<file path="src/verilog/csp_pkg.sv">
// What this block does
// - Wake delay code sits at 0x000 bits 3:2.
// - Codes 00-11 give 200/400/600/800 ms waits.
// - Low power period is conversions plus delay.
// - Raw 16-bit result readable at 0x00B.
// - Each input: negative, positive, floating or bias.
// - Up to 12 stages, own routing each.
// - Two-bit routing code per input per stage.
// - Stage0 0xFFBF/0x2FFF: fourth input positive.
// - Stage5 0xFFFE/0x37FF: first pos, thirteenth neg.
// - Positive raises code, negative lowers it.
// - Match field 13:12: 01 neg, 10 pos, 11 diff.
// - Proximity immediately disables environmental calibration.
// - Calibration stays off for hold-off after release.
// - Full power hold-off: count x16 periods.
// - Low power hold-off: count x4 periods.
// - Ambient frozen while proximity flag is set.
// - Persistent deviation over level forces recalibration.
// - Full power timeout: count x full periods.
// - Low power timeout: count x low periods.
// - Recalibrate at timeout end despite proximity.
// - Hold-off counts at 0x002 bits 7:4, 11:8.
// - Recal counts at 0x004 bits 9:0, 15:10.
// - Deviation threshold is 0x003 bits 7:0 x16.
package csp_pkg;
  // ***********************************************
  // Register map and field layout.
  // ***********************************************
  localparam logic [11:0] REG_PWR_CTRL = 12'h000;
  localparam logic [11:0] REG_PROX_CNT = 12'h002;
  localparam logic [11:0] REG_PROX_LVL = 12'h003;
  localparam logic [11:0] REG_PROX_RECAL = 12'h004;
  localparam logic [11:0] REG_RAW_RESULT = 12'h00B;
  localparam int WAKE_DLY_LSB = 2;
  localparam int FP_CALDIS_LSB = 4;
  localparam int LP_CALDIS_LSB = 8;
  localparam int DEV_LVL_LSB = 0;
  localparam int FP_RECAL_LSB = 0;
  localparam int LP_RECAL_LSB = 10;
  localparam int SE_MATCH_LSB = 12;
  localparam int NUM_INPUTS = 13;
  localparam int LO_INPUTS = 7;
  localparam int NUM_STAGES = 12;
  localparam logic [3:0] LAST_STAGE_MAX = 4'hB;
  localparam int FP_CALDIS_SHIFT = 4;
  localparam int LP_CALDIS_SHIFT = 2;
  localparam int DEV_LVL_SHIFT = 4;
  localparam logic [15:0] ROUTE_RST = 16'h0000;
  localparam logic [15:0] AMB_RST = 16'h0000;
  // ***********************************************
  // Timing.
  // ***********************************************
  localparam int CLK_HZ = 50_000_000;
  localparam int WAKE_STEP_MS = 200;
  localparam int WAKE_STEP_CYC = WAKE_STEP_MS * (CLK_HZ / 1000);
  // ***********************************************
  // Codes.
  // ***********************************************
  typedef enum logic [1:0] {
    RT_FLOAT = 2'h0,
    RT_NEG = 2'h1,
    RT_POS = 2'h2,
    RT_BIAS = 2'h3
  } csp_route_t;
  localparam logic [1:0] SE_INVALID = 2'h0;
  localparam logic [1:0] SE_DIFF = 2'h3;
  typedef enum logic [3:0] {
    S_IDLE = 4'h1,
    S_START = 4'h2,
    S_CONV = 4'h4,
    S_WAIT = 4'h8
  } csp_state_t;
endpackage

</file>
<file path="src/verilog/csp_route_dec.sv">
`timescale 1ns/1ps
`default_nettype none
module csp_route_dec
  import csp_pkg::*;
(
  input wire logic [15:0] i_lo_word,
  input wire logic [15:0] i_hi_word,
  output logic [NUM_INPUTS-1:0] o_pos,
  output logic [NUM_INPUTS-1:0] o_neg,
  output logic [NUM_INPUTS-1:0] o_bias,
  output logic [1:0] o_se_match
);
  // Picks one input's two-bit code from the low or high word.
  function automatic logic [1:0] code_of(input logic [15:0] lo,
                                         input logic [15:0] hi,
                                         input int n);
    logic [1:0] c;
    if (n < LO_INPUTS) begin
      c = lo[2*n +: 2];
    end else begin
      c = hi[2*(n-LO_INPUTS) +: 2];
    end
    return c;
  endfunction

  // ***********************************************
  // Per-input decode into terminal masks.
  // ***********************************************
  for (genvar n = 0; n < NUM_INPUTS; n++) begin : g_in
    // A floating input sets none of the three masks.
    assign o_pos[n] = code_of(i_lo_word, i_hi_word, n) == RT_POS;
    assign o_neg[n] = code_of(i_lo_word, i_hi_word, n) == RT_NEG;
    assign o_bias[n] = code_of(i_lo_word, i_hi_word, n) == RT_BIAS;
  end
  // Matching field rides in the high word above the inputs.
  assign o_se_match = i_hi_word[SE_MATCH_LSB +: 2];
endmodule
`default_nettype wire

</file>
<file path="src/verilog/csp_wake_timer.sv">
`timescale 1ns/1ps
`default_nettype none
module csp_wake_timer
  import csp_pkg::*;
#(
  parameter int STEP_CYC = WAKE_STEP_CYC
) (
  input wire logic i_mclk,
  input wire logic i_sys_rst,
  input wire logic i_start,
  input wire logic [1:0] i_code,
  output logic o_done_ff
);
  localparam int CW = $clog2(4 * STEP_CYC + 1);
  logic [CW-1:0] cnt_ff;
  logic [CW-1:0] target;
  logic busy_ff;

  // Code n waits (n+1) steps, so 00 is one step, 11 four.
  assign target = CW'((32'(i_code) + 32'd1) * 32'(STEP_CYC));

  // ***********************************************
  // Delay counter.
  // ***********************************************
  // Code is sampled every cycle; host must hold it steady in a wait.
  always_ff @(posedge i_mclk or posedge i_sys_rst) begin
    if (i_sys_rst) begin
      cnt_ff <= '0;
      busy_ff <= 1'b0;
      o_done_ff <= 1'b0;
    end else begin
      o_done_ff <= 1'b0;
      if (i_start) begin
        cnt_ff <= CW'(1);
        busy_ff <= 1'b1;
      end else if (busy_ff) begin
        if (cnt_ff >= target) begin
          busy_ff <= 1'b0;
          o_done_ff <= 1'b1;
        end else begin
          cnt_ff <= cnt_ff + CW'(1);
        end
      end
    end
  end
endmodule
`default_nettype wire

</file>
<file path="src/verilog/csp_prox_ctrl.sv">
`timescale 1ns/1ps
`default_nettype none
module csp_prox_ctrl
  import csp_pkg::*;
#(
  parameter int WAKE_STEP = WAKE_STEP_CYC
) (
  input wire logic i_mclk,
  input wire logic i_sys_rst,
  input wire logic i_enable,
  input wire logic i_lowpower_mode,
  input wire logic [3:0] i_last_stage,
  input wire logic [15:0] i_pwr_ctrl,
  input wire logic [15:0] i_prox_cnt_reg,
  input wire logic [15:0] i_prox_lvl_reg,
  input wire logic [15:0] i_prox_recal_reg,
  input wire logic i_route_wr,
  input wire logic [3:0] i_route_stage,
  input wire logic i_route_hi,
  input wire logic [15:0] i_route_data,
  input wire logic i_conv_valid,
  input wire logic [15:0] i_conv_data,
  input wire logic i_proximity,
  output logic o_conv_start_ff,
  output logic [3:0] o_stage_ff,
  output logic [NUM_INPUTS-1:0] o_route_pos_ff,
  output logic [NUM_INPUTS-1:0] o_route_neg_ff,
  output logic [NUM_INPUTS-1:0] o_route_bias_ff,
  output logic [1:0] o_se_match_ff,
  output logic o_se_invalid_ff,
  output logic [15:0] o_raw_result_ff,
  output logic o_raw_valid_ff,
  output logic o_period_end_ff,
  output logic o_cal_enabled_ff,
  output logic o_force_recal_ff,
  output logic [15:0] o_ambient_ff
);
  csp_state_t state_ff;
  logic [15:0] route_lo_ff [NUM_STAGES];
  logic [15:0] route_hi_ff [NUM_STAGES];
  logic [15:0] amb_ff [NUM_STAGES];
  logic [15:0] last_ff [NUM_STAGES];
  logic [NUM_INPUTS-1:0] dec_pos;
  logic [NUM_INPUTS-1:0] dec_neg;
  logic [NUM_INPUTS-1:0] dec_bias;
  logic [1:0] dec_se;
  logic [3:0] last_stg;
  logic at_last;
  logic seq_done;
  logic wait_done;
  logic period_end;
  logic [16:0] dev_limit;
  logic dev_hit;
  logic seq_dev_ff;
  logic seq_has_dev;
  logic [9:0] recal_target;
  logic [9:0] dev_cnt_ff;
  logic recal_now;
  logic [7:0] hold_target;
  logic [7:0] hold_cnt_ff;

  // ***********************************************
  // Field extraction and timing targets.
  // ***********************************************
  // Stage counts beyond the last real stage are clamped.
  assign last_stg = (i_last_stage > LAST_STAGE_MAX) ? LAST_STAGE_MAX
                                                    : i_last_stage;
  // A last stage lowered mid-sequence ends it at once; equality alone
  // would let the stage count run past the stored stages.
  assign at_last = o_stage_ff >= last_stg;
  assign seq_done = (state_ff == S_CONV) && i_conv_valid && at_last;
  // Full power period ends on the last result; low power adds the wait.
  assign period_end = (seq_done && !i_lowpower_mode)
                      || ((state_ff == S_WAIT) && wait_done);
  // Level is in units of 16 codes; 17 bits keep the sum from wrapping.
  assign dev_limit = {1'b0, amb_ff[o_stage_ff]}
                     + {5'h00, i_prox_lvl_reg[DEV_LVL_LSB +: 8], 4'h0};
  assign dev_hit = i_conv_valid && ({1'b0, i_conv_data} > dev_limit);
  assign seq_has_dev = seq_dev_ff || dev_hit;
  // Timeouts are counted in whole periods of the current mode.
  assign recal_target = i_lowpower_mode
                        ? {4'h0, i_prox_recal_reg[LP_RECAL_LSB +: 6]}
                        : i_prox_recal_reg[FP_RECAL_LSB +: 10];
  assign recal_now = period_end && seq_has_dev && (recal_target != 10'h000)
                     && (dev_cnt_ff + 10'h001 >= recal_target);
  assign hold_target = i_lowpower_mode
    ? 8'({i_prox_cnt_reg[LP_CALDIS_LSB +: 4], 2'h0})
    : 8'({i_prox_cnt_reg[FP_CALDIS_LSB +: 4], 4'h0});

  csp_route_dec u_dec (
    .i_lo_word(route_lo_ff[o_stage_ff]),
    .i_hi_word(route_hi_ff[o_stage_ff]),
    .o_pos(dec_pos),
    .o_neg(dec_neg),
    .o_bias(dec_bias),
    .o_se_match(dec_se)
  );

  csp_wake_timer #(.STEP_CYC(WAKE_STEP)) u_wake (
    .i_mclk(i_mclk),
    .i_sys_rst(i_sys_rst),
    .i_start(seq_done && i_lowpower_mode),
    .i_code(i_pwr_ctrl[WAKE_DLY_LSB +: 2]),
    .o_done_ff(wait_done)
  );

  // ***********************************************
  // Conversion sequencer.
  // ***********************************************
  // Disabling takes effect at the next stage boundary only.
  always_ff @(posedge i_mclk or posedge i_sys_rst) begin
    if (i_sys_rst) begin
      state_ff <= S_IDLE;
      o_stage_ff <= 4'h0;
    end else begin
      case (state_ff)
        S_IDLE: begin
          o_stage_ff <= 4'h0;
          if (i_enable) begin
            state_ff <= S_START;
          end
        end
        S_START: begin
          state_ff <= i_enable ? S_CONV : S_IDLE;
        end
        S_CONV: begin
          if (i_conv_valid) begin
            if (!at_last) begin
              o_stage_ff <= o_stage_ff + 4'h1;
              state_ff <= S_START;
            end else begin
              o_stage_ff <= 4'h0;
              state_ff <= i_lowpower_mode ? S_WAIT : S_START;
            end
          end
        end
        S_WAIT: begin
          if (wait_done) begin
            state_ff <= S_START;
          end
        end
        default: begin
          state_ff <= S_IDLE;
        end
      endcase
    end
  end

  // Start pulse and routing go out together for each stage.
  always_ff @(posedge i_mclk or posedge i_sys_rst) begin
    if (i_sys_rst) begin
      o_conv_start_ff <= 1'b0;
      o_route_pos_ff <= '0;
      o_route_neg_ff <= '0;
      o_route_bias_ff <= '0;
      o_se_match_ff <= SE_INVALID;
      o_se_invalid_ff <= 1'b1;
    end else begin
      o_conv_start_ff <= (state_ff == S_START) && i_enable;
      if (state_ff == S_START) begin
        o_route_pos_ff <= dec_pos;
        o_route_neg_ff <= dec_neg;
        o_route_bias_ff <= dec_bias;
        o_se_match_ff <= dec_se;
        o_se_invalid_ff <= dec_se == SE_INVALID;
      end
    end
  end

  // ***********************************************
  // Routing store, one word pair per stage.
  // ***********************************************
  // Writes to stage numbers beyond the last are dropped.
  always_ff @(posedge i_mclk or posedge i_sys_rst) begin
    if (i_sys_rst) begin
      for (int s = 0; s < NUM_STAGES; s++) begin
        route_lo_ff[s] <= ROUTE_RST;
        route_hi_ff[s] <= ROUTE_RST;
      end
    end else if (i_route_wr && (i_route_stage <= LAST_STAGE_MAX)) begin
      if (i_route_hi) begin
        route_hi_ff[i_route_stage] <= i_route_data;
      end else begin
        route_lo_ff[i_route_stage] <= i_route_data;
      end
    end
  end

  // ***********************************************
  // Raw result readback.
  // ***********************************************
  always_ff @(posedge i_mclk or posedge i_sys_rst) begin
    if (i_sys_rst) begin
      o_raw_result_ff <= 16'h0000;
      o_raw_valid_ff <= 1'b0;
      o_period_end_ff <= 1'b0;
    end else begin
      o_raw_valid_ff <= i_conv_valid;
      o_period_end_ff <= period_end;
      if (i_conv_valid) begin
        o_raw_result_ff <= i_conv_data;
      end
    end
  end

  // ***********************************************
  // Calibration disable and hold-off.
  // ***********************************************
  // Proximity clears the enable in the very next cycle, no period wait.
  always_ff @(posedge i_mclk or posedge i_sys_rst) begin
    if (i_sys_rst) begin
      o_cal_enabled_ff <= 1'b1;
      hold_cnt_ff <= 8'h00;
    end else if (i_proximity) begin
      o_cal_enabled_ff <= 1'b0;
      hold_cnt_ff <= 8'h00;
    end else if (!o_cal_enabled_ff && period_end) begin
      if (hold_cnt_ff + 8'h01 >= hold_target) begin
        o_cal_enabled_ff <= 1'b1;
      end else begin
        hold_cnt_ff <= hold_cnt_ff + 8'h01;
      end
    end
  end

  // ***********************************************
  // Deviation timeout and forced recalibration.
  // ***********************************************
  // One clean period restarts the timeout from zero.
  always_ff @(posedge i_mclk or posedge i_sys_rst) begin
    if (i_sys_rst) begin
      seq_dev_ff <= 1'b0;
      dev_cnt_ff <= 10'h000;
      o_force_recal_ff <= 1'b0;
    end else begin
      o_force_recal_ff <= recal_now;
      if (period_end) begin
        seq_dev_ff <= 1'b0;
        if (recal_now || !seq_has_dev) begin
          dev_cnt_ff <= 10'h000;
        end else begin
          dev_cnt_ff <= dev_cnt_ff + 10'h001;
        end
      end else if (dev_hit) begin
        seq_dev_ff <= 1'b1;
      end
    end
  end

  // ***********************************************
  // Ambient and last-measurement store.
  // ***********************************************
  // Recalibration copies the latest results in, ignoring proximity.
  always_ff @(posedge i_mclk or posedge i_sys_rst) begin
    if (i_sys_rst) begin
      for (int s = 0; s < NUM_STAGES; s++) begin
        amb_ff[s] <= AMB_RST;
        last_ff[s] <= AMB_RST;
      end
      o_ambient_ff <= AMB_RST;
    end else begin
      if (i_conv_valid) begin
        last_ff[o_stage_ff] <= i_conv_data;
      end
      if (recal_now) begin
        for (int s = 0; s < NUM_STAGES; s++) begin
          amb_ff[s] <= (i_conv_valid && (o_stage_ff == 4'(s)))
                       ? i_conv_data : last_ff[s];
        end
      end else if (i_conv_valid && o_cal_enabled_ff && !i_proximity) begin
        amb_ff[o_stage_ff] <= i_conv_data;
        o_ambient_ff <= i_conv_data;
      end
    end
  end
endmodule
`default_nettype wire

</file>
<file path="config.mk">
export PLATFORM = sky130hd
export DESIGN_NAME = csp_prox_ctrl
export DESIGN_NICKNAME = d
export VERILOG_FILES = /design/src/verilog/csp_pkg.sv /design/src/verilog/csp_route_dec.sv /design/src/verilog/csp_wake_timer.sv /design/src/verilog/csp_prox_ctrl.sv
export SDC_FILE = /design/constraint.sdc
export NUM_CORES = 2
export LEC_CHECK = 0
export BUFFER_PORTS_ARGS = -buffer_cell sky130_fd_sc_hd__clkbuf_2
export CAP_MARGIN = 20
export CORE_ASPECT_RATIO = 0.9
export CORE_MARGIN = 1
export CORE_UTILIZATION = 45
export CTS_CLUSTER_SIZE = 20
export DETAILED_ROUTE_END_ITERATION = 10
export PLACE_DENSITY = 0.72
export SETUP_SLACK_MARGIN = 0.1
export SYNTH_ARGS = -nofsm -noshare
export SYNTH_HDL_FRONTEND = slang
export SYNTH_SLANG_ARGS = --single-unit
</file>
<file path="constraint.sdc">
create_clock -name i_mclk -period 26.9 [get_ports i_mclk]
set_clock_uncertainty 0.15 [all_clocks]
set_input_delay 1.345 -clock i_mclk [delete_from_list [all_inputs] [get_ports i_mclk]]
set_output_delay 1.345 -clock i_mclk [all_outputs]
set_load 0.02 [all_outputs]
</file>
Word level (Yosys, flattened, before mapping)
Index checks and enable logic that the tools add are counted.

storage, ports and cells
  register bits = 902
  input bits = 112
  output and inout port bits = 83
  word-level logic and storage cells = 263

operators by class
  $add $sub $neg = 6
  $mul = 1
  $lt $le $gt $ge = 11
  equal/unequal tests = 59
  mux-type cells = 62
  bitwise gates (word level) = 4
  reduce and logical (&&, ||, !) cells = 52

operator list
  cell                                                                   number
  192-bit bitwise mux                                                    4
  192-bit two-way mux                                                    2
  16-bit two-way mux                                                     16
  16-bit binary-select mux with 4-bit select                             3
  16-bit demux with 4-bit select                                         2
  26-bit two-way mux                                                     3
  14-bit two-way mux                                                     4
  2-bit == test, second input constant                                   26
  32-bit by 17-bit multiplier with 19-bit output, second input constant  1
  4-bit two-way mux                                                      8
  8-bit two-way mux                                                      4
  1-bit logical AND                                                      28
  26-bit by 1-bit adder with 26-bit output, second input constant        1
  2-bit by 1-bit == test with 1-bit output, second input constant        13
  26-bit >= comparator                                                   1
  4-bit by 3-bit == test with 1-bit output, second input constant        5
  4-bit == test, second input constant                                   5
  10-bit two-way mux                                                     2
  16-bit by 12-bit adder with 17-bit output                              1
  16-bit by 17-bit > comparator with 1-bit output                        1
  4-bit case mux with 4 select lines                                     1
  2-bit AND reduction                                                    7
  4-bit by 2-bit == test with 1-bit output, second input constant        3
  2-bit nonzero test                                                     6
  25 further kinds                                                       48

Logic depth before layout (Yosys ltp)
  depth after elaboration = 13
  gate-level depth with buffers = 30
  gate-level depth less buffers = 22

Cells and area by module
From an unflattened synthesis, not the netlist that was laid out.

second synthesis, totals
  cell total of the unflattened synthesis = 3431
  area, all modules = 43267.7 um^2

by module, submodules not included
  module          times used  cells each  area each (um^2)  sequential area each (um^2)
  csp_prox_ctrl   1           3160        40878.0           21874.7
  csp_wake_timer  1           230         2049.5            700.7
  csp_route_dec   1           41          340.3             0.0

Worst setup path after synthesis
Ideal clock, no wire load.

  kind = reg2reg
  start point = register o_stage_ff[0]
  end point = register o_ambient_ff[0]
  setup time = 125 ps
  arrival = 6403 ps
  required time = 26625 ps
  path slack = 20223 ps
  cell stages (with the launch flop) = 28
  path buffers = 7
  clock period less this slack = 6677 ps
  path through = dfrtp_1 > buf_6 > buf_2 > buf_2 > buf_2 > buf_2 > mux4_2 > mux2i_1 > o21ai_0 > ha_1 > fa_1 > a21o_1 > a211oi_1 > nor2_1 > o21ai_0 > nor2_1 > xnor2_1 > ha_1 > a21o_1 > a211oi_1 > o21ai_0 > o311a_1 > o2111a_1 > nand2_2 > and3_1 > buf_4 > buf_4 > mux2_2

on the way
  word-level cells in the longest chain between the ends = 13
  elaborated cells on any way between the ends = 17
  those cells by class = add/sub (1); order compare (2); mux (3); bitwise (2); reduce/logical (9)

ends and longest elaborated chain
  item                                                    RTL line              text
  start: declaration                                      csp_prox_ctrl.sv:25   output logic [3:0] o_stage_ff,
  start signal: assignment                                csp_prox_ctrl.sv:129  o_stage_ff <= o_stage_ff + 4'h1;
  4-bit inverter with 5-bit output (not written as such)  csp_prox_ctrl.sv:76   assign dev_limit = {1'b0, amb_ff[o_stage_ff]}
  16-bit binary-select mux with 4-bit select              csp_prox_ctrl.sv:76
  16-bit two-way mux (not written as such) (2 in a row)   csp_prox_ctrl.sv:76
  16-bit by 12-bit adder with 17-bit output               csp_prox_ctrl.sv:77   + {5'h00, i_prox_lvl_reg[DEV_LVL_LSB +: 8], 4'h0};
  16-bit by 17-bit > comparator with 1-bit output         csp_prox_ctrl.sv:78   assign dev_hit = i_conv_valid && ({1'b0, i_conv_data} > dev_limit);
  1-bit logical AND                                       csp_prox_ctrl.sv:78
  1-bit logical OR                                        csp_prox_ctrl.sv:79   assign seq_has_dev = seq_dev_ff || dev_hit;
  1-bit logical AND (*) (2 in a row)                      csp_prox_ctrl.sv:84   assign recal_now = period_end && seq_has_dev && (recal_target != 10'h000)
  1-bit logical AND (*)                                   csp_prox_ctrl.sv:85   && (dev_cnt_ff + 10'h001 >= recal_target);
  1-bit inverter (no line) (*)                            -
  2-bit AND reduction (no line) (*)                       -
  end signal: assignment                                  csp_prox_ctrl.sv:272  o_ambient_ff <= i_conv_data;
  end: declaration                                        csp_prox_ctrl.sv:36   output logic [15:0] o_ambient_ff

Mark *: on every way between the ends. The rest lies on a longest branch, timed or not. The select of a mux whose other input is x is not followed.
A chain may end at the register's enable or synchronous reset.

Final worst setup path
  start point = register o_stage_ff[0]
  end point = register amb_ff[52] (netlist name)

on the way
  word-level cells in the longest chain between the ends = 12
  elaborated cells on any way between the ends = 27
  those cells by class = add/sub (1); order compare (4); eq/ne (1); mux (9); bitwise (1); reduce/logical (11)

ends and longest elaborated chain
  item                                                       RTL line                                   text
  4-bit inverter with 5-bit output (not written as such)     csp_prox_ctrl.sv:76, csp_prox_ctrl.sv:271
  16-bit binary-select mux with 4-bit select                 csp_prox_ctrl.sv:76
  16-bit two-way mux (not written as such) (2 in a row)      csp_prox_ctrl.sv:76
  16-bit by 12-bit adder with 17-bit output                  csp_prox_ctrl.sv:77
  16-bit by 17-bit > comparator with 1-bit output            csp_prox_ctrl.sv:78
  1-bit logical AND                                          csp_prox_ctrl.sv:78
  1-bit logical OR                                           csp_prox_ctrl.sv:79
  1-bit logical AND (2 in a row)                             csp_prox_ctrl.sv:84
  1-bit logical AND                                          csp_prox_ctrl.sv:85
  192-bit two-way mux or 2-bit nonzero test (tied branches)  -
  end signal: indexed assignment                             csp_prox_ctrl.sv:267                       amb_ff[s] <= (i_conv_valid && (o_stage_ff == 4'(s)))
  end signal: indexed assignment                             csp_prox_ctrl.sv:271                       amb_ff[o_stage_ff] <= i_conv_data;
  end: declaration                                           csp_prox_ctrl.sv:41                        logic [15:0] amb_ff [NUM_STAGES];

Parallel ways exist; a longest one is shown, timed or not. The select of a mux whose other input is x is not followed.

==> flow_results.xml <==
<?xml version="1.0" encoding="UTF-8"?>
<metrics>
  <group name="worst_setup_path">
    <metric name="crit_path_max_delay_cell_type" unit="">buf_4</metric>
    <metric name="critPathMaxStageDelay" unit="ps">880</metric>
    <metric name="path_delay_family" unit="">compound AO/OA/AOI/OAI gates</metric>
    <metric name="cp-startpoint" unit="">o_stage_ff[0]</metric>
    <metric name="critical_path_cell_list" unit="">buf_4 &gt; mux4_2 &gt; mux2i_1 &gt; o21ai_0 &gt; ha_1 &gt; fa_1 &gt; a21o_1 &gt; a211oi_1 &gt; nor2_1 &gt; o21ai_0 &gt; xor2_1 &gt; ha_1 &gt; nand4_1 &gt; or2_2 &gt; a31oi_1 &gt; o311a_1 &gt; o2111a_1 &gt; nand2_2 &gt; inv_6 &gt; buf_4 &gt; o21ai_4 &gt; o221a_2</metric>
    <metric name="critPathCaptureType" unit="">flop</metric>
    <metric name="timing.critical_path.buf_inv" unit="">3</metric>
    <metric name="critical_path.reg2reg.startpoint" unit="">o_stage_ff[0]</metric>
    <metric name="crit_fanout" unit="">158</metric>
    <metric name="criticalPathCategory" unit="">reg2reg</metric>
    <metric name="critical_path.startpoint_type" unit="">flop</metric>
    <metric name="worst_ep_arrival_time" unit="ps">8910</metric>
    <metric name="critPathRequiredTime" unit="ps">27270</metric>
  </group>
  <group name="power_and_ir_drop">
    <metric name="p_int" unit="mW">2.39</metric>
    <metric name="power.ir.vdd_worst" unit="uV">58.7</metric>
    <metric name="clock_power_share" unit="">0.397</metric>
    <metric name="combPwrFrac" unit="">0.133</metric>
    <metric name="switchingPower" unit="mW">0.826</metric>
    <metric name="power.total" unit="mW">3.22</metric>
    <metric name="power.share.sequential" unit="">0.471</metric>
    <metric name="p_sw_frac" unit="">0.256</metric>
    <metric name="p_leak" unit="nW">21.0</metric>
    <metric name="p_per_area" unit="mW/mm2">71.0</metric>
  </group>
  <group name="place">
    <metric name="numPlacedInstances" unit="">4388</metric>
    <metric name="count_of_buffers_inserted_at_the_top_level_ports" unit="">162</metric>
    <metric name="place.gp.congestion" unit="">0.837</metric>
    <metric name="placement.setup.worst_slack" unit="ps">18400</metric>
    <metric name="hpwlAfterDp" unit="um">59300</metric>
  </group>
  <group name="global_route">
    <metric name="use_met3" unit="">0.0308</metric>
    <metric name="grt_busiest_layer" unit="">met2</metric>
    <metric name="overflow" unit="">0</metric>
    <metric name="grt_pass1_wl" unit="um">155000</metric>
    <metric name="groute.layer.met2.usage" unit="">0.355</metric>
    <metric name="antenna_found_initial" unit="">4</metric>
    <metric name="first_global_vias" unit="">26500</metric>
    <metric name="grt_max_degree" unit="">183</metric>
    <metric name="grtUsageTotal" unit="">0.215</metric>
    <metric name="grt_util_met1" unit="">0.293</metric>
  </group>
  <group name="die">
    <metric name="chipHeight" unit="um">287</metric>
    <metric name="std_cell_rows" unit="">104</metric>
    <metric name="total_core_area" unit="mm2">0.0894</metric>
    <metric name="num_io_pins" unit="">195</metric>
    <metric name="dieArea" unit="mm2">0.0914</metric>
    <metric name="start_util" unit="">0.454</metric>
    <metric name="die_w" unit="um">319</metric>
  </group>
  <group name="clocking">
    <metric name="post_cts_hold_buffer_count" unit="">0</metric>
    <metric name="cts_buffers" unit="">87</metric>
    <metric name="clock_insertion_delay_worst_skew" unit="ps">660</metric>
    <metric name="clock-sinks" unit="">854</metric>
    <metric name="post_cts.resized_instances" unit="">0</metric>
    <metric name="root_buffer_selected_by_cts" unit="">clkbuf_16</metric>
    <metric name="htreeDepth" unit="">3</metric>
    <metric name="postCtsSetupBuffers" unit="">0</metric>
    <metric name="clkTransAtPathRegs" unit="ps">60</metric>
    <metric name="max-clock-path-buffers" unit="">3</metric>
    <metric name="tritoncts" unit="">done</metric>
  </group>
  <group name="final_layout">
    <metric name="syn_to_final_growth" unit="%">11.8</metric>
    <metric name="post_layout_net_count" unit="">3507</metric>
    <metric name="area_of_the_multi_input_gates" unit="mm2">0.0181</metric>
    <metric name="post_layout_nonfiller_instances" unit="">4552</metric>
    <metric name="area.sequential" unit="mm2">0.0214</metric>
    <metric name="final.fill_count" unit="">7608</metric>
    <metric name="final_layout_size_suffix_gt1_frac" unit="">0.317</metric>
  </group>
  <group name="detailed_routing">
    <metric name="via_count" unit="">25900</metric>
    <metric name="drt_iter0_markers" unit="">1870</metric>
    <metric name="detail_route.first_pass.iterations" unit="">6</metric>
    <metric name="drtAntennaViolNets" unit="">0</metric>
    <metric name="avgViaCountPerCell" unit="">5.69</metric>
    <metric name="wirelength" unit="um">96900</metric>
    <metric name="drc_violations_left" unit="">0</metric>
    <metric name="post_drt_wl_per_cell" unit="um">21.3</metric>
  </group>
  <group name="sta">
    <metric name="worst_slew_pin_slew" unit="ps">1120</metric>
    <metric name="hold_ws" unit="ps">309</metric>
    <metric name="timing.final.crit_period" unit="ps">8540</metric>
    <metric name="final-setup-viol-count" unit="">0</metric>
    <metric name="timing_hold_violations_final" unit="">0</metric>
    <metric name="postLayoutSetupSlackWorst" unit="ps">18360</metric>
    <metric name="drv_slew" unit="">0</metric>
    <metric name="unrepaired_setup_endpoints_after_global_routing" unit="">no</metric>
    <metric name="setup-tns-final" unit="ps">0</metric>
    <metric name="timing.fmax" unit="MHz">117</metric>
    <metric name="period_utilization" unit="">0.318</metric>
    <metric name="relSlewSlack" unit="">0.251</metric>
  </group>
  <group name="yosys">
    <metric name="synthesis.yosys.warnings" unit="">0</metric>
    <metric name="synth_most_common_cell" unit="">dfrtp_1</metric>
    <metric name="synth_cell_types" unit="">67</metric>
    <metric name="synth_commonest_cells" unit="">851 x dfrtp_1, 496 x mux2_2, 470 x nand2_1, 214 x o21ai_0, 161 x mux2i_1</metric>
    <metric name="synth.ff_latch_count" unit="">854</metric>
    <metric name="ys_top_cells_by_area" unit="">dfrtp_1 52%, mux2_2 14%, mux4_2 7.2%</metric>
    <metric name="synth_async_sr_flop_share" unit="">1.00</metric>
    <metric name="synth_largest_area_cell" unit="">dfrtp_1</metric>
    <metric name="average_footprint_of_a_synthesized_cell" unit="um2">12.5</metric>
    <metric name="synth.top_cell.area_share" unit="">0.525</metric>
    <metric name="synthesized_nets" unit="">3452</metric>
    <metric name="ys_dominant_reg_cell" unit="">dfrtp_1</metric>
    <metric name="netlist_area" unit="mm2">0.0406</metric>
    <metric name="seq_area_frac_synth" unit="">0.527</metric>
    <metric name="number_of_cells_produced_by_synthesis" unit="">3258</metric>
    <metric name="synth_edf_count" unit="">0</metric>
  </group>
  <group name="worst_hold_path">
    <metric name="class_of_the_most_critical_hold_timing_path" unit="">reg2reg</metric>
    <metric name="hold_path_startpoint" unit="">last_ff[86]</metric>
  </group>
  <group name="flow_run">
    <metric name="max_cap_viol_count" unit="">0</metric>
  </group>
  <group name="outcome">
    <metric name="status" unit="">complete, no violations</metric>
  </group>
</metrics>
-- layout make-up --
type,instances,share of cell area
antenna,1,0.0000552
sequential,854,0.472
timing repair buffer,212,0.0280
multi-input combinational,2124,0.398
clock inverter,33,0.00952
clock buffer,128,0.0572
tap,1166,0.0322
inverter,34,0.00309
-- per-layer routing --
| layer | wire [um] | vias to the layer above |
|---|---|---|
| met1 | 43000 | 13400 |
| met4 | 2720 | 4 |
| li1 | - | 11800 |
| met3 | 4170 | 167 |
| met2 | 47000 | 566 |
| met5 | 33 | - |
-- cells by family after synthesis --
group           after synthesis  synth area share
mux                         789             0.251
flops                       854             0.527
buf+inv                     280            0.0291
compound gates              410            0.0682
xor+xnor                     54            0.0117
simple gates                789            0.0879
fa+ha+maj                    82            0.0255
-- power groups by stage --
stage          clock network, mW  logic, mW  registers [mW]
2_1_floorplan                  0      0.282            1.55
3_3_place_gp                   0      0.420            1.53
3_5_place_dp                   0      0.432            1.54
4_1_cts                     1.30      0.434            1.51
5_1_grt                     1.35      0.470            1.53
6_report                    1.28      0.427            1.52
-- final timing paths --
check,end,slack [ps],cells past startpoint
setup reg to reg,amb_ff[52],18360,22
hold / removal,last_ff[86],310,2
min in group asynchronous,o_se_match_ff[1],630,2
max in group asynchronous,amb_ff[2],22700,5
setup / recovery,amb_ff[52],18360,22
hold reg to reg,last_ff[86],310,2
-- sequential cells by signal (all words and copies together) (netlist names), 2 cells and up --
signal / count
o_route_bias_ff: 13
state_ff: 4
hold_cnt_ff: 8
o_stage_ff: 4
dev_cnt_ff: 10
amb_ff: 192
u_wake.cnt_ff: 26
last_ff: 192
route_hi_ff: 168
o_route_neg_ff: 13
route_lo_ff: 168
o_se_match_ff: 2
o_raw_result_ff: 16
o_ambient_ff: 16
o_route_pos_ff: 13
-- layout by cell type (no fill, tap or decap), types with 5 or more instances in the layout --
master      instances
a21o_1             31
a21oi_1            32
a22o_1             24
and2_1             10
and3_1             12
buf_4              44
bufinv_16           9
clkbuf_1           18
clkbuf_16          90
clkbuf_2          162
clkbuf_8           20
clkinv_2           13
clkinvlp_4          6
dfrtp_1           847
ha_1               81
inv_1              32
mux2_2            496
mux2i_1           161
mux4_2            129
nand2_1           470
nand2b_1           40
nand3_1            26
nand4_1            16
nor2_1             70
nor2b_1            11
nor3_1             20
nor3b_1             5
nor4_1              5
nor4b_1             6
o211ai_1            7
o21a_1              6
o21ai_0           214
o221a_2            58
or2_2               5
or3_1              72
xnor2_1            33
xor2_1             21
-- worst register-to-register path: stages (launching register included) --
cell	delay [ps]
dfrtp_4	870
buf_4	570
mux4_2	640
mux2i_1	130
o21ai_0	110
ha_1	250
fa_1	410
a21o_1	230
a211oi_1	240
nor2_1	110
o21ai_0	490
xor2_1	140
ha_1	320
nand4_1	150
or2_2	370
a31oi_1	250
o311a_1	360
o2111a_1	230
nand2_2	110
inv_6	670
buf_4	910
o21ai_4	350
o221a_2	340
-- metrics by stage --
step	area (um2)	utilization
floorplan	40600	-
global placement	42200	0.472
detailed placement	42300	0.473
CTS	45300	0.507
global route	45300	0.507
finish	45300	0.507
Power figures use the tool's default switching activity.
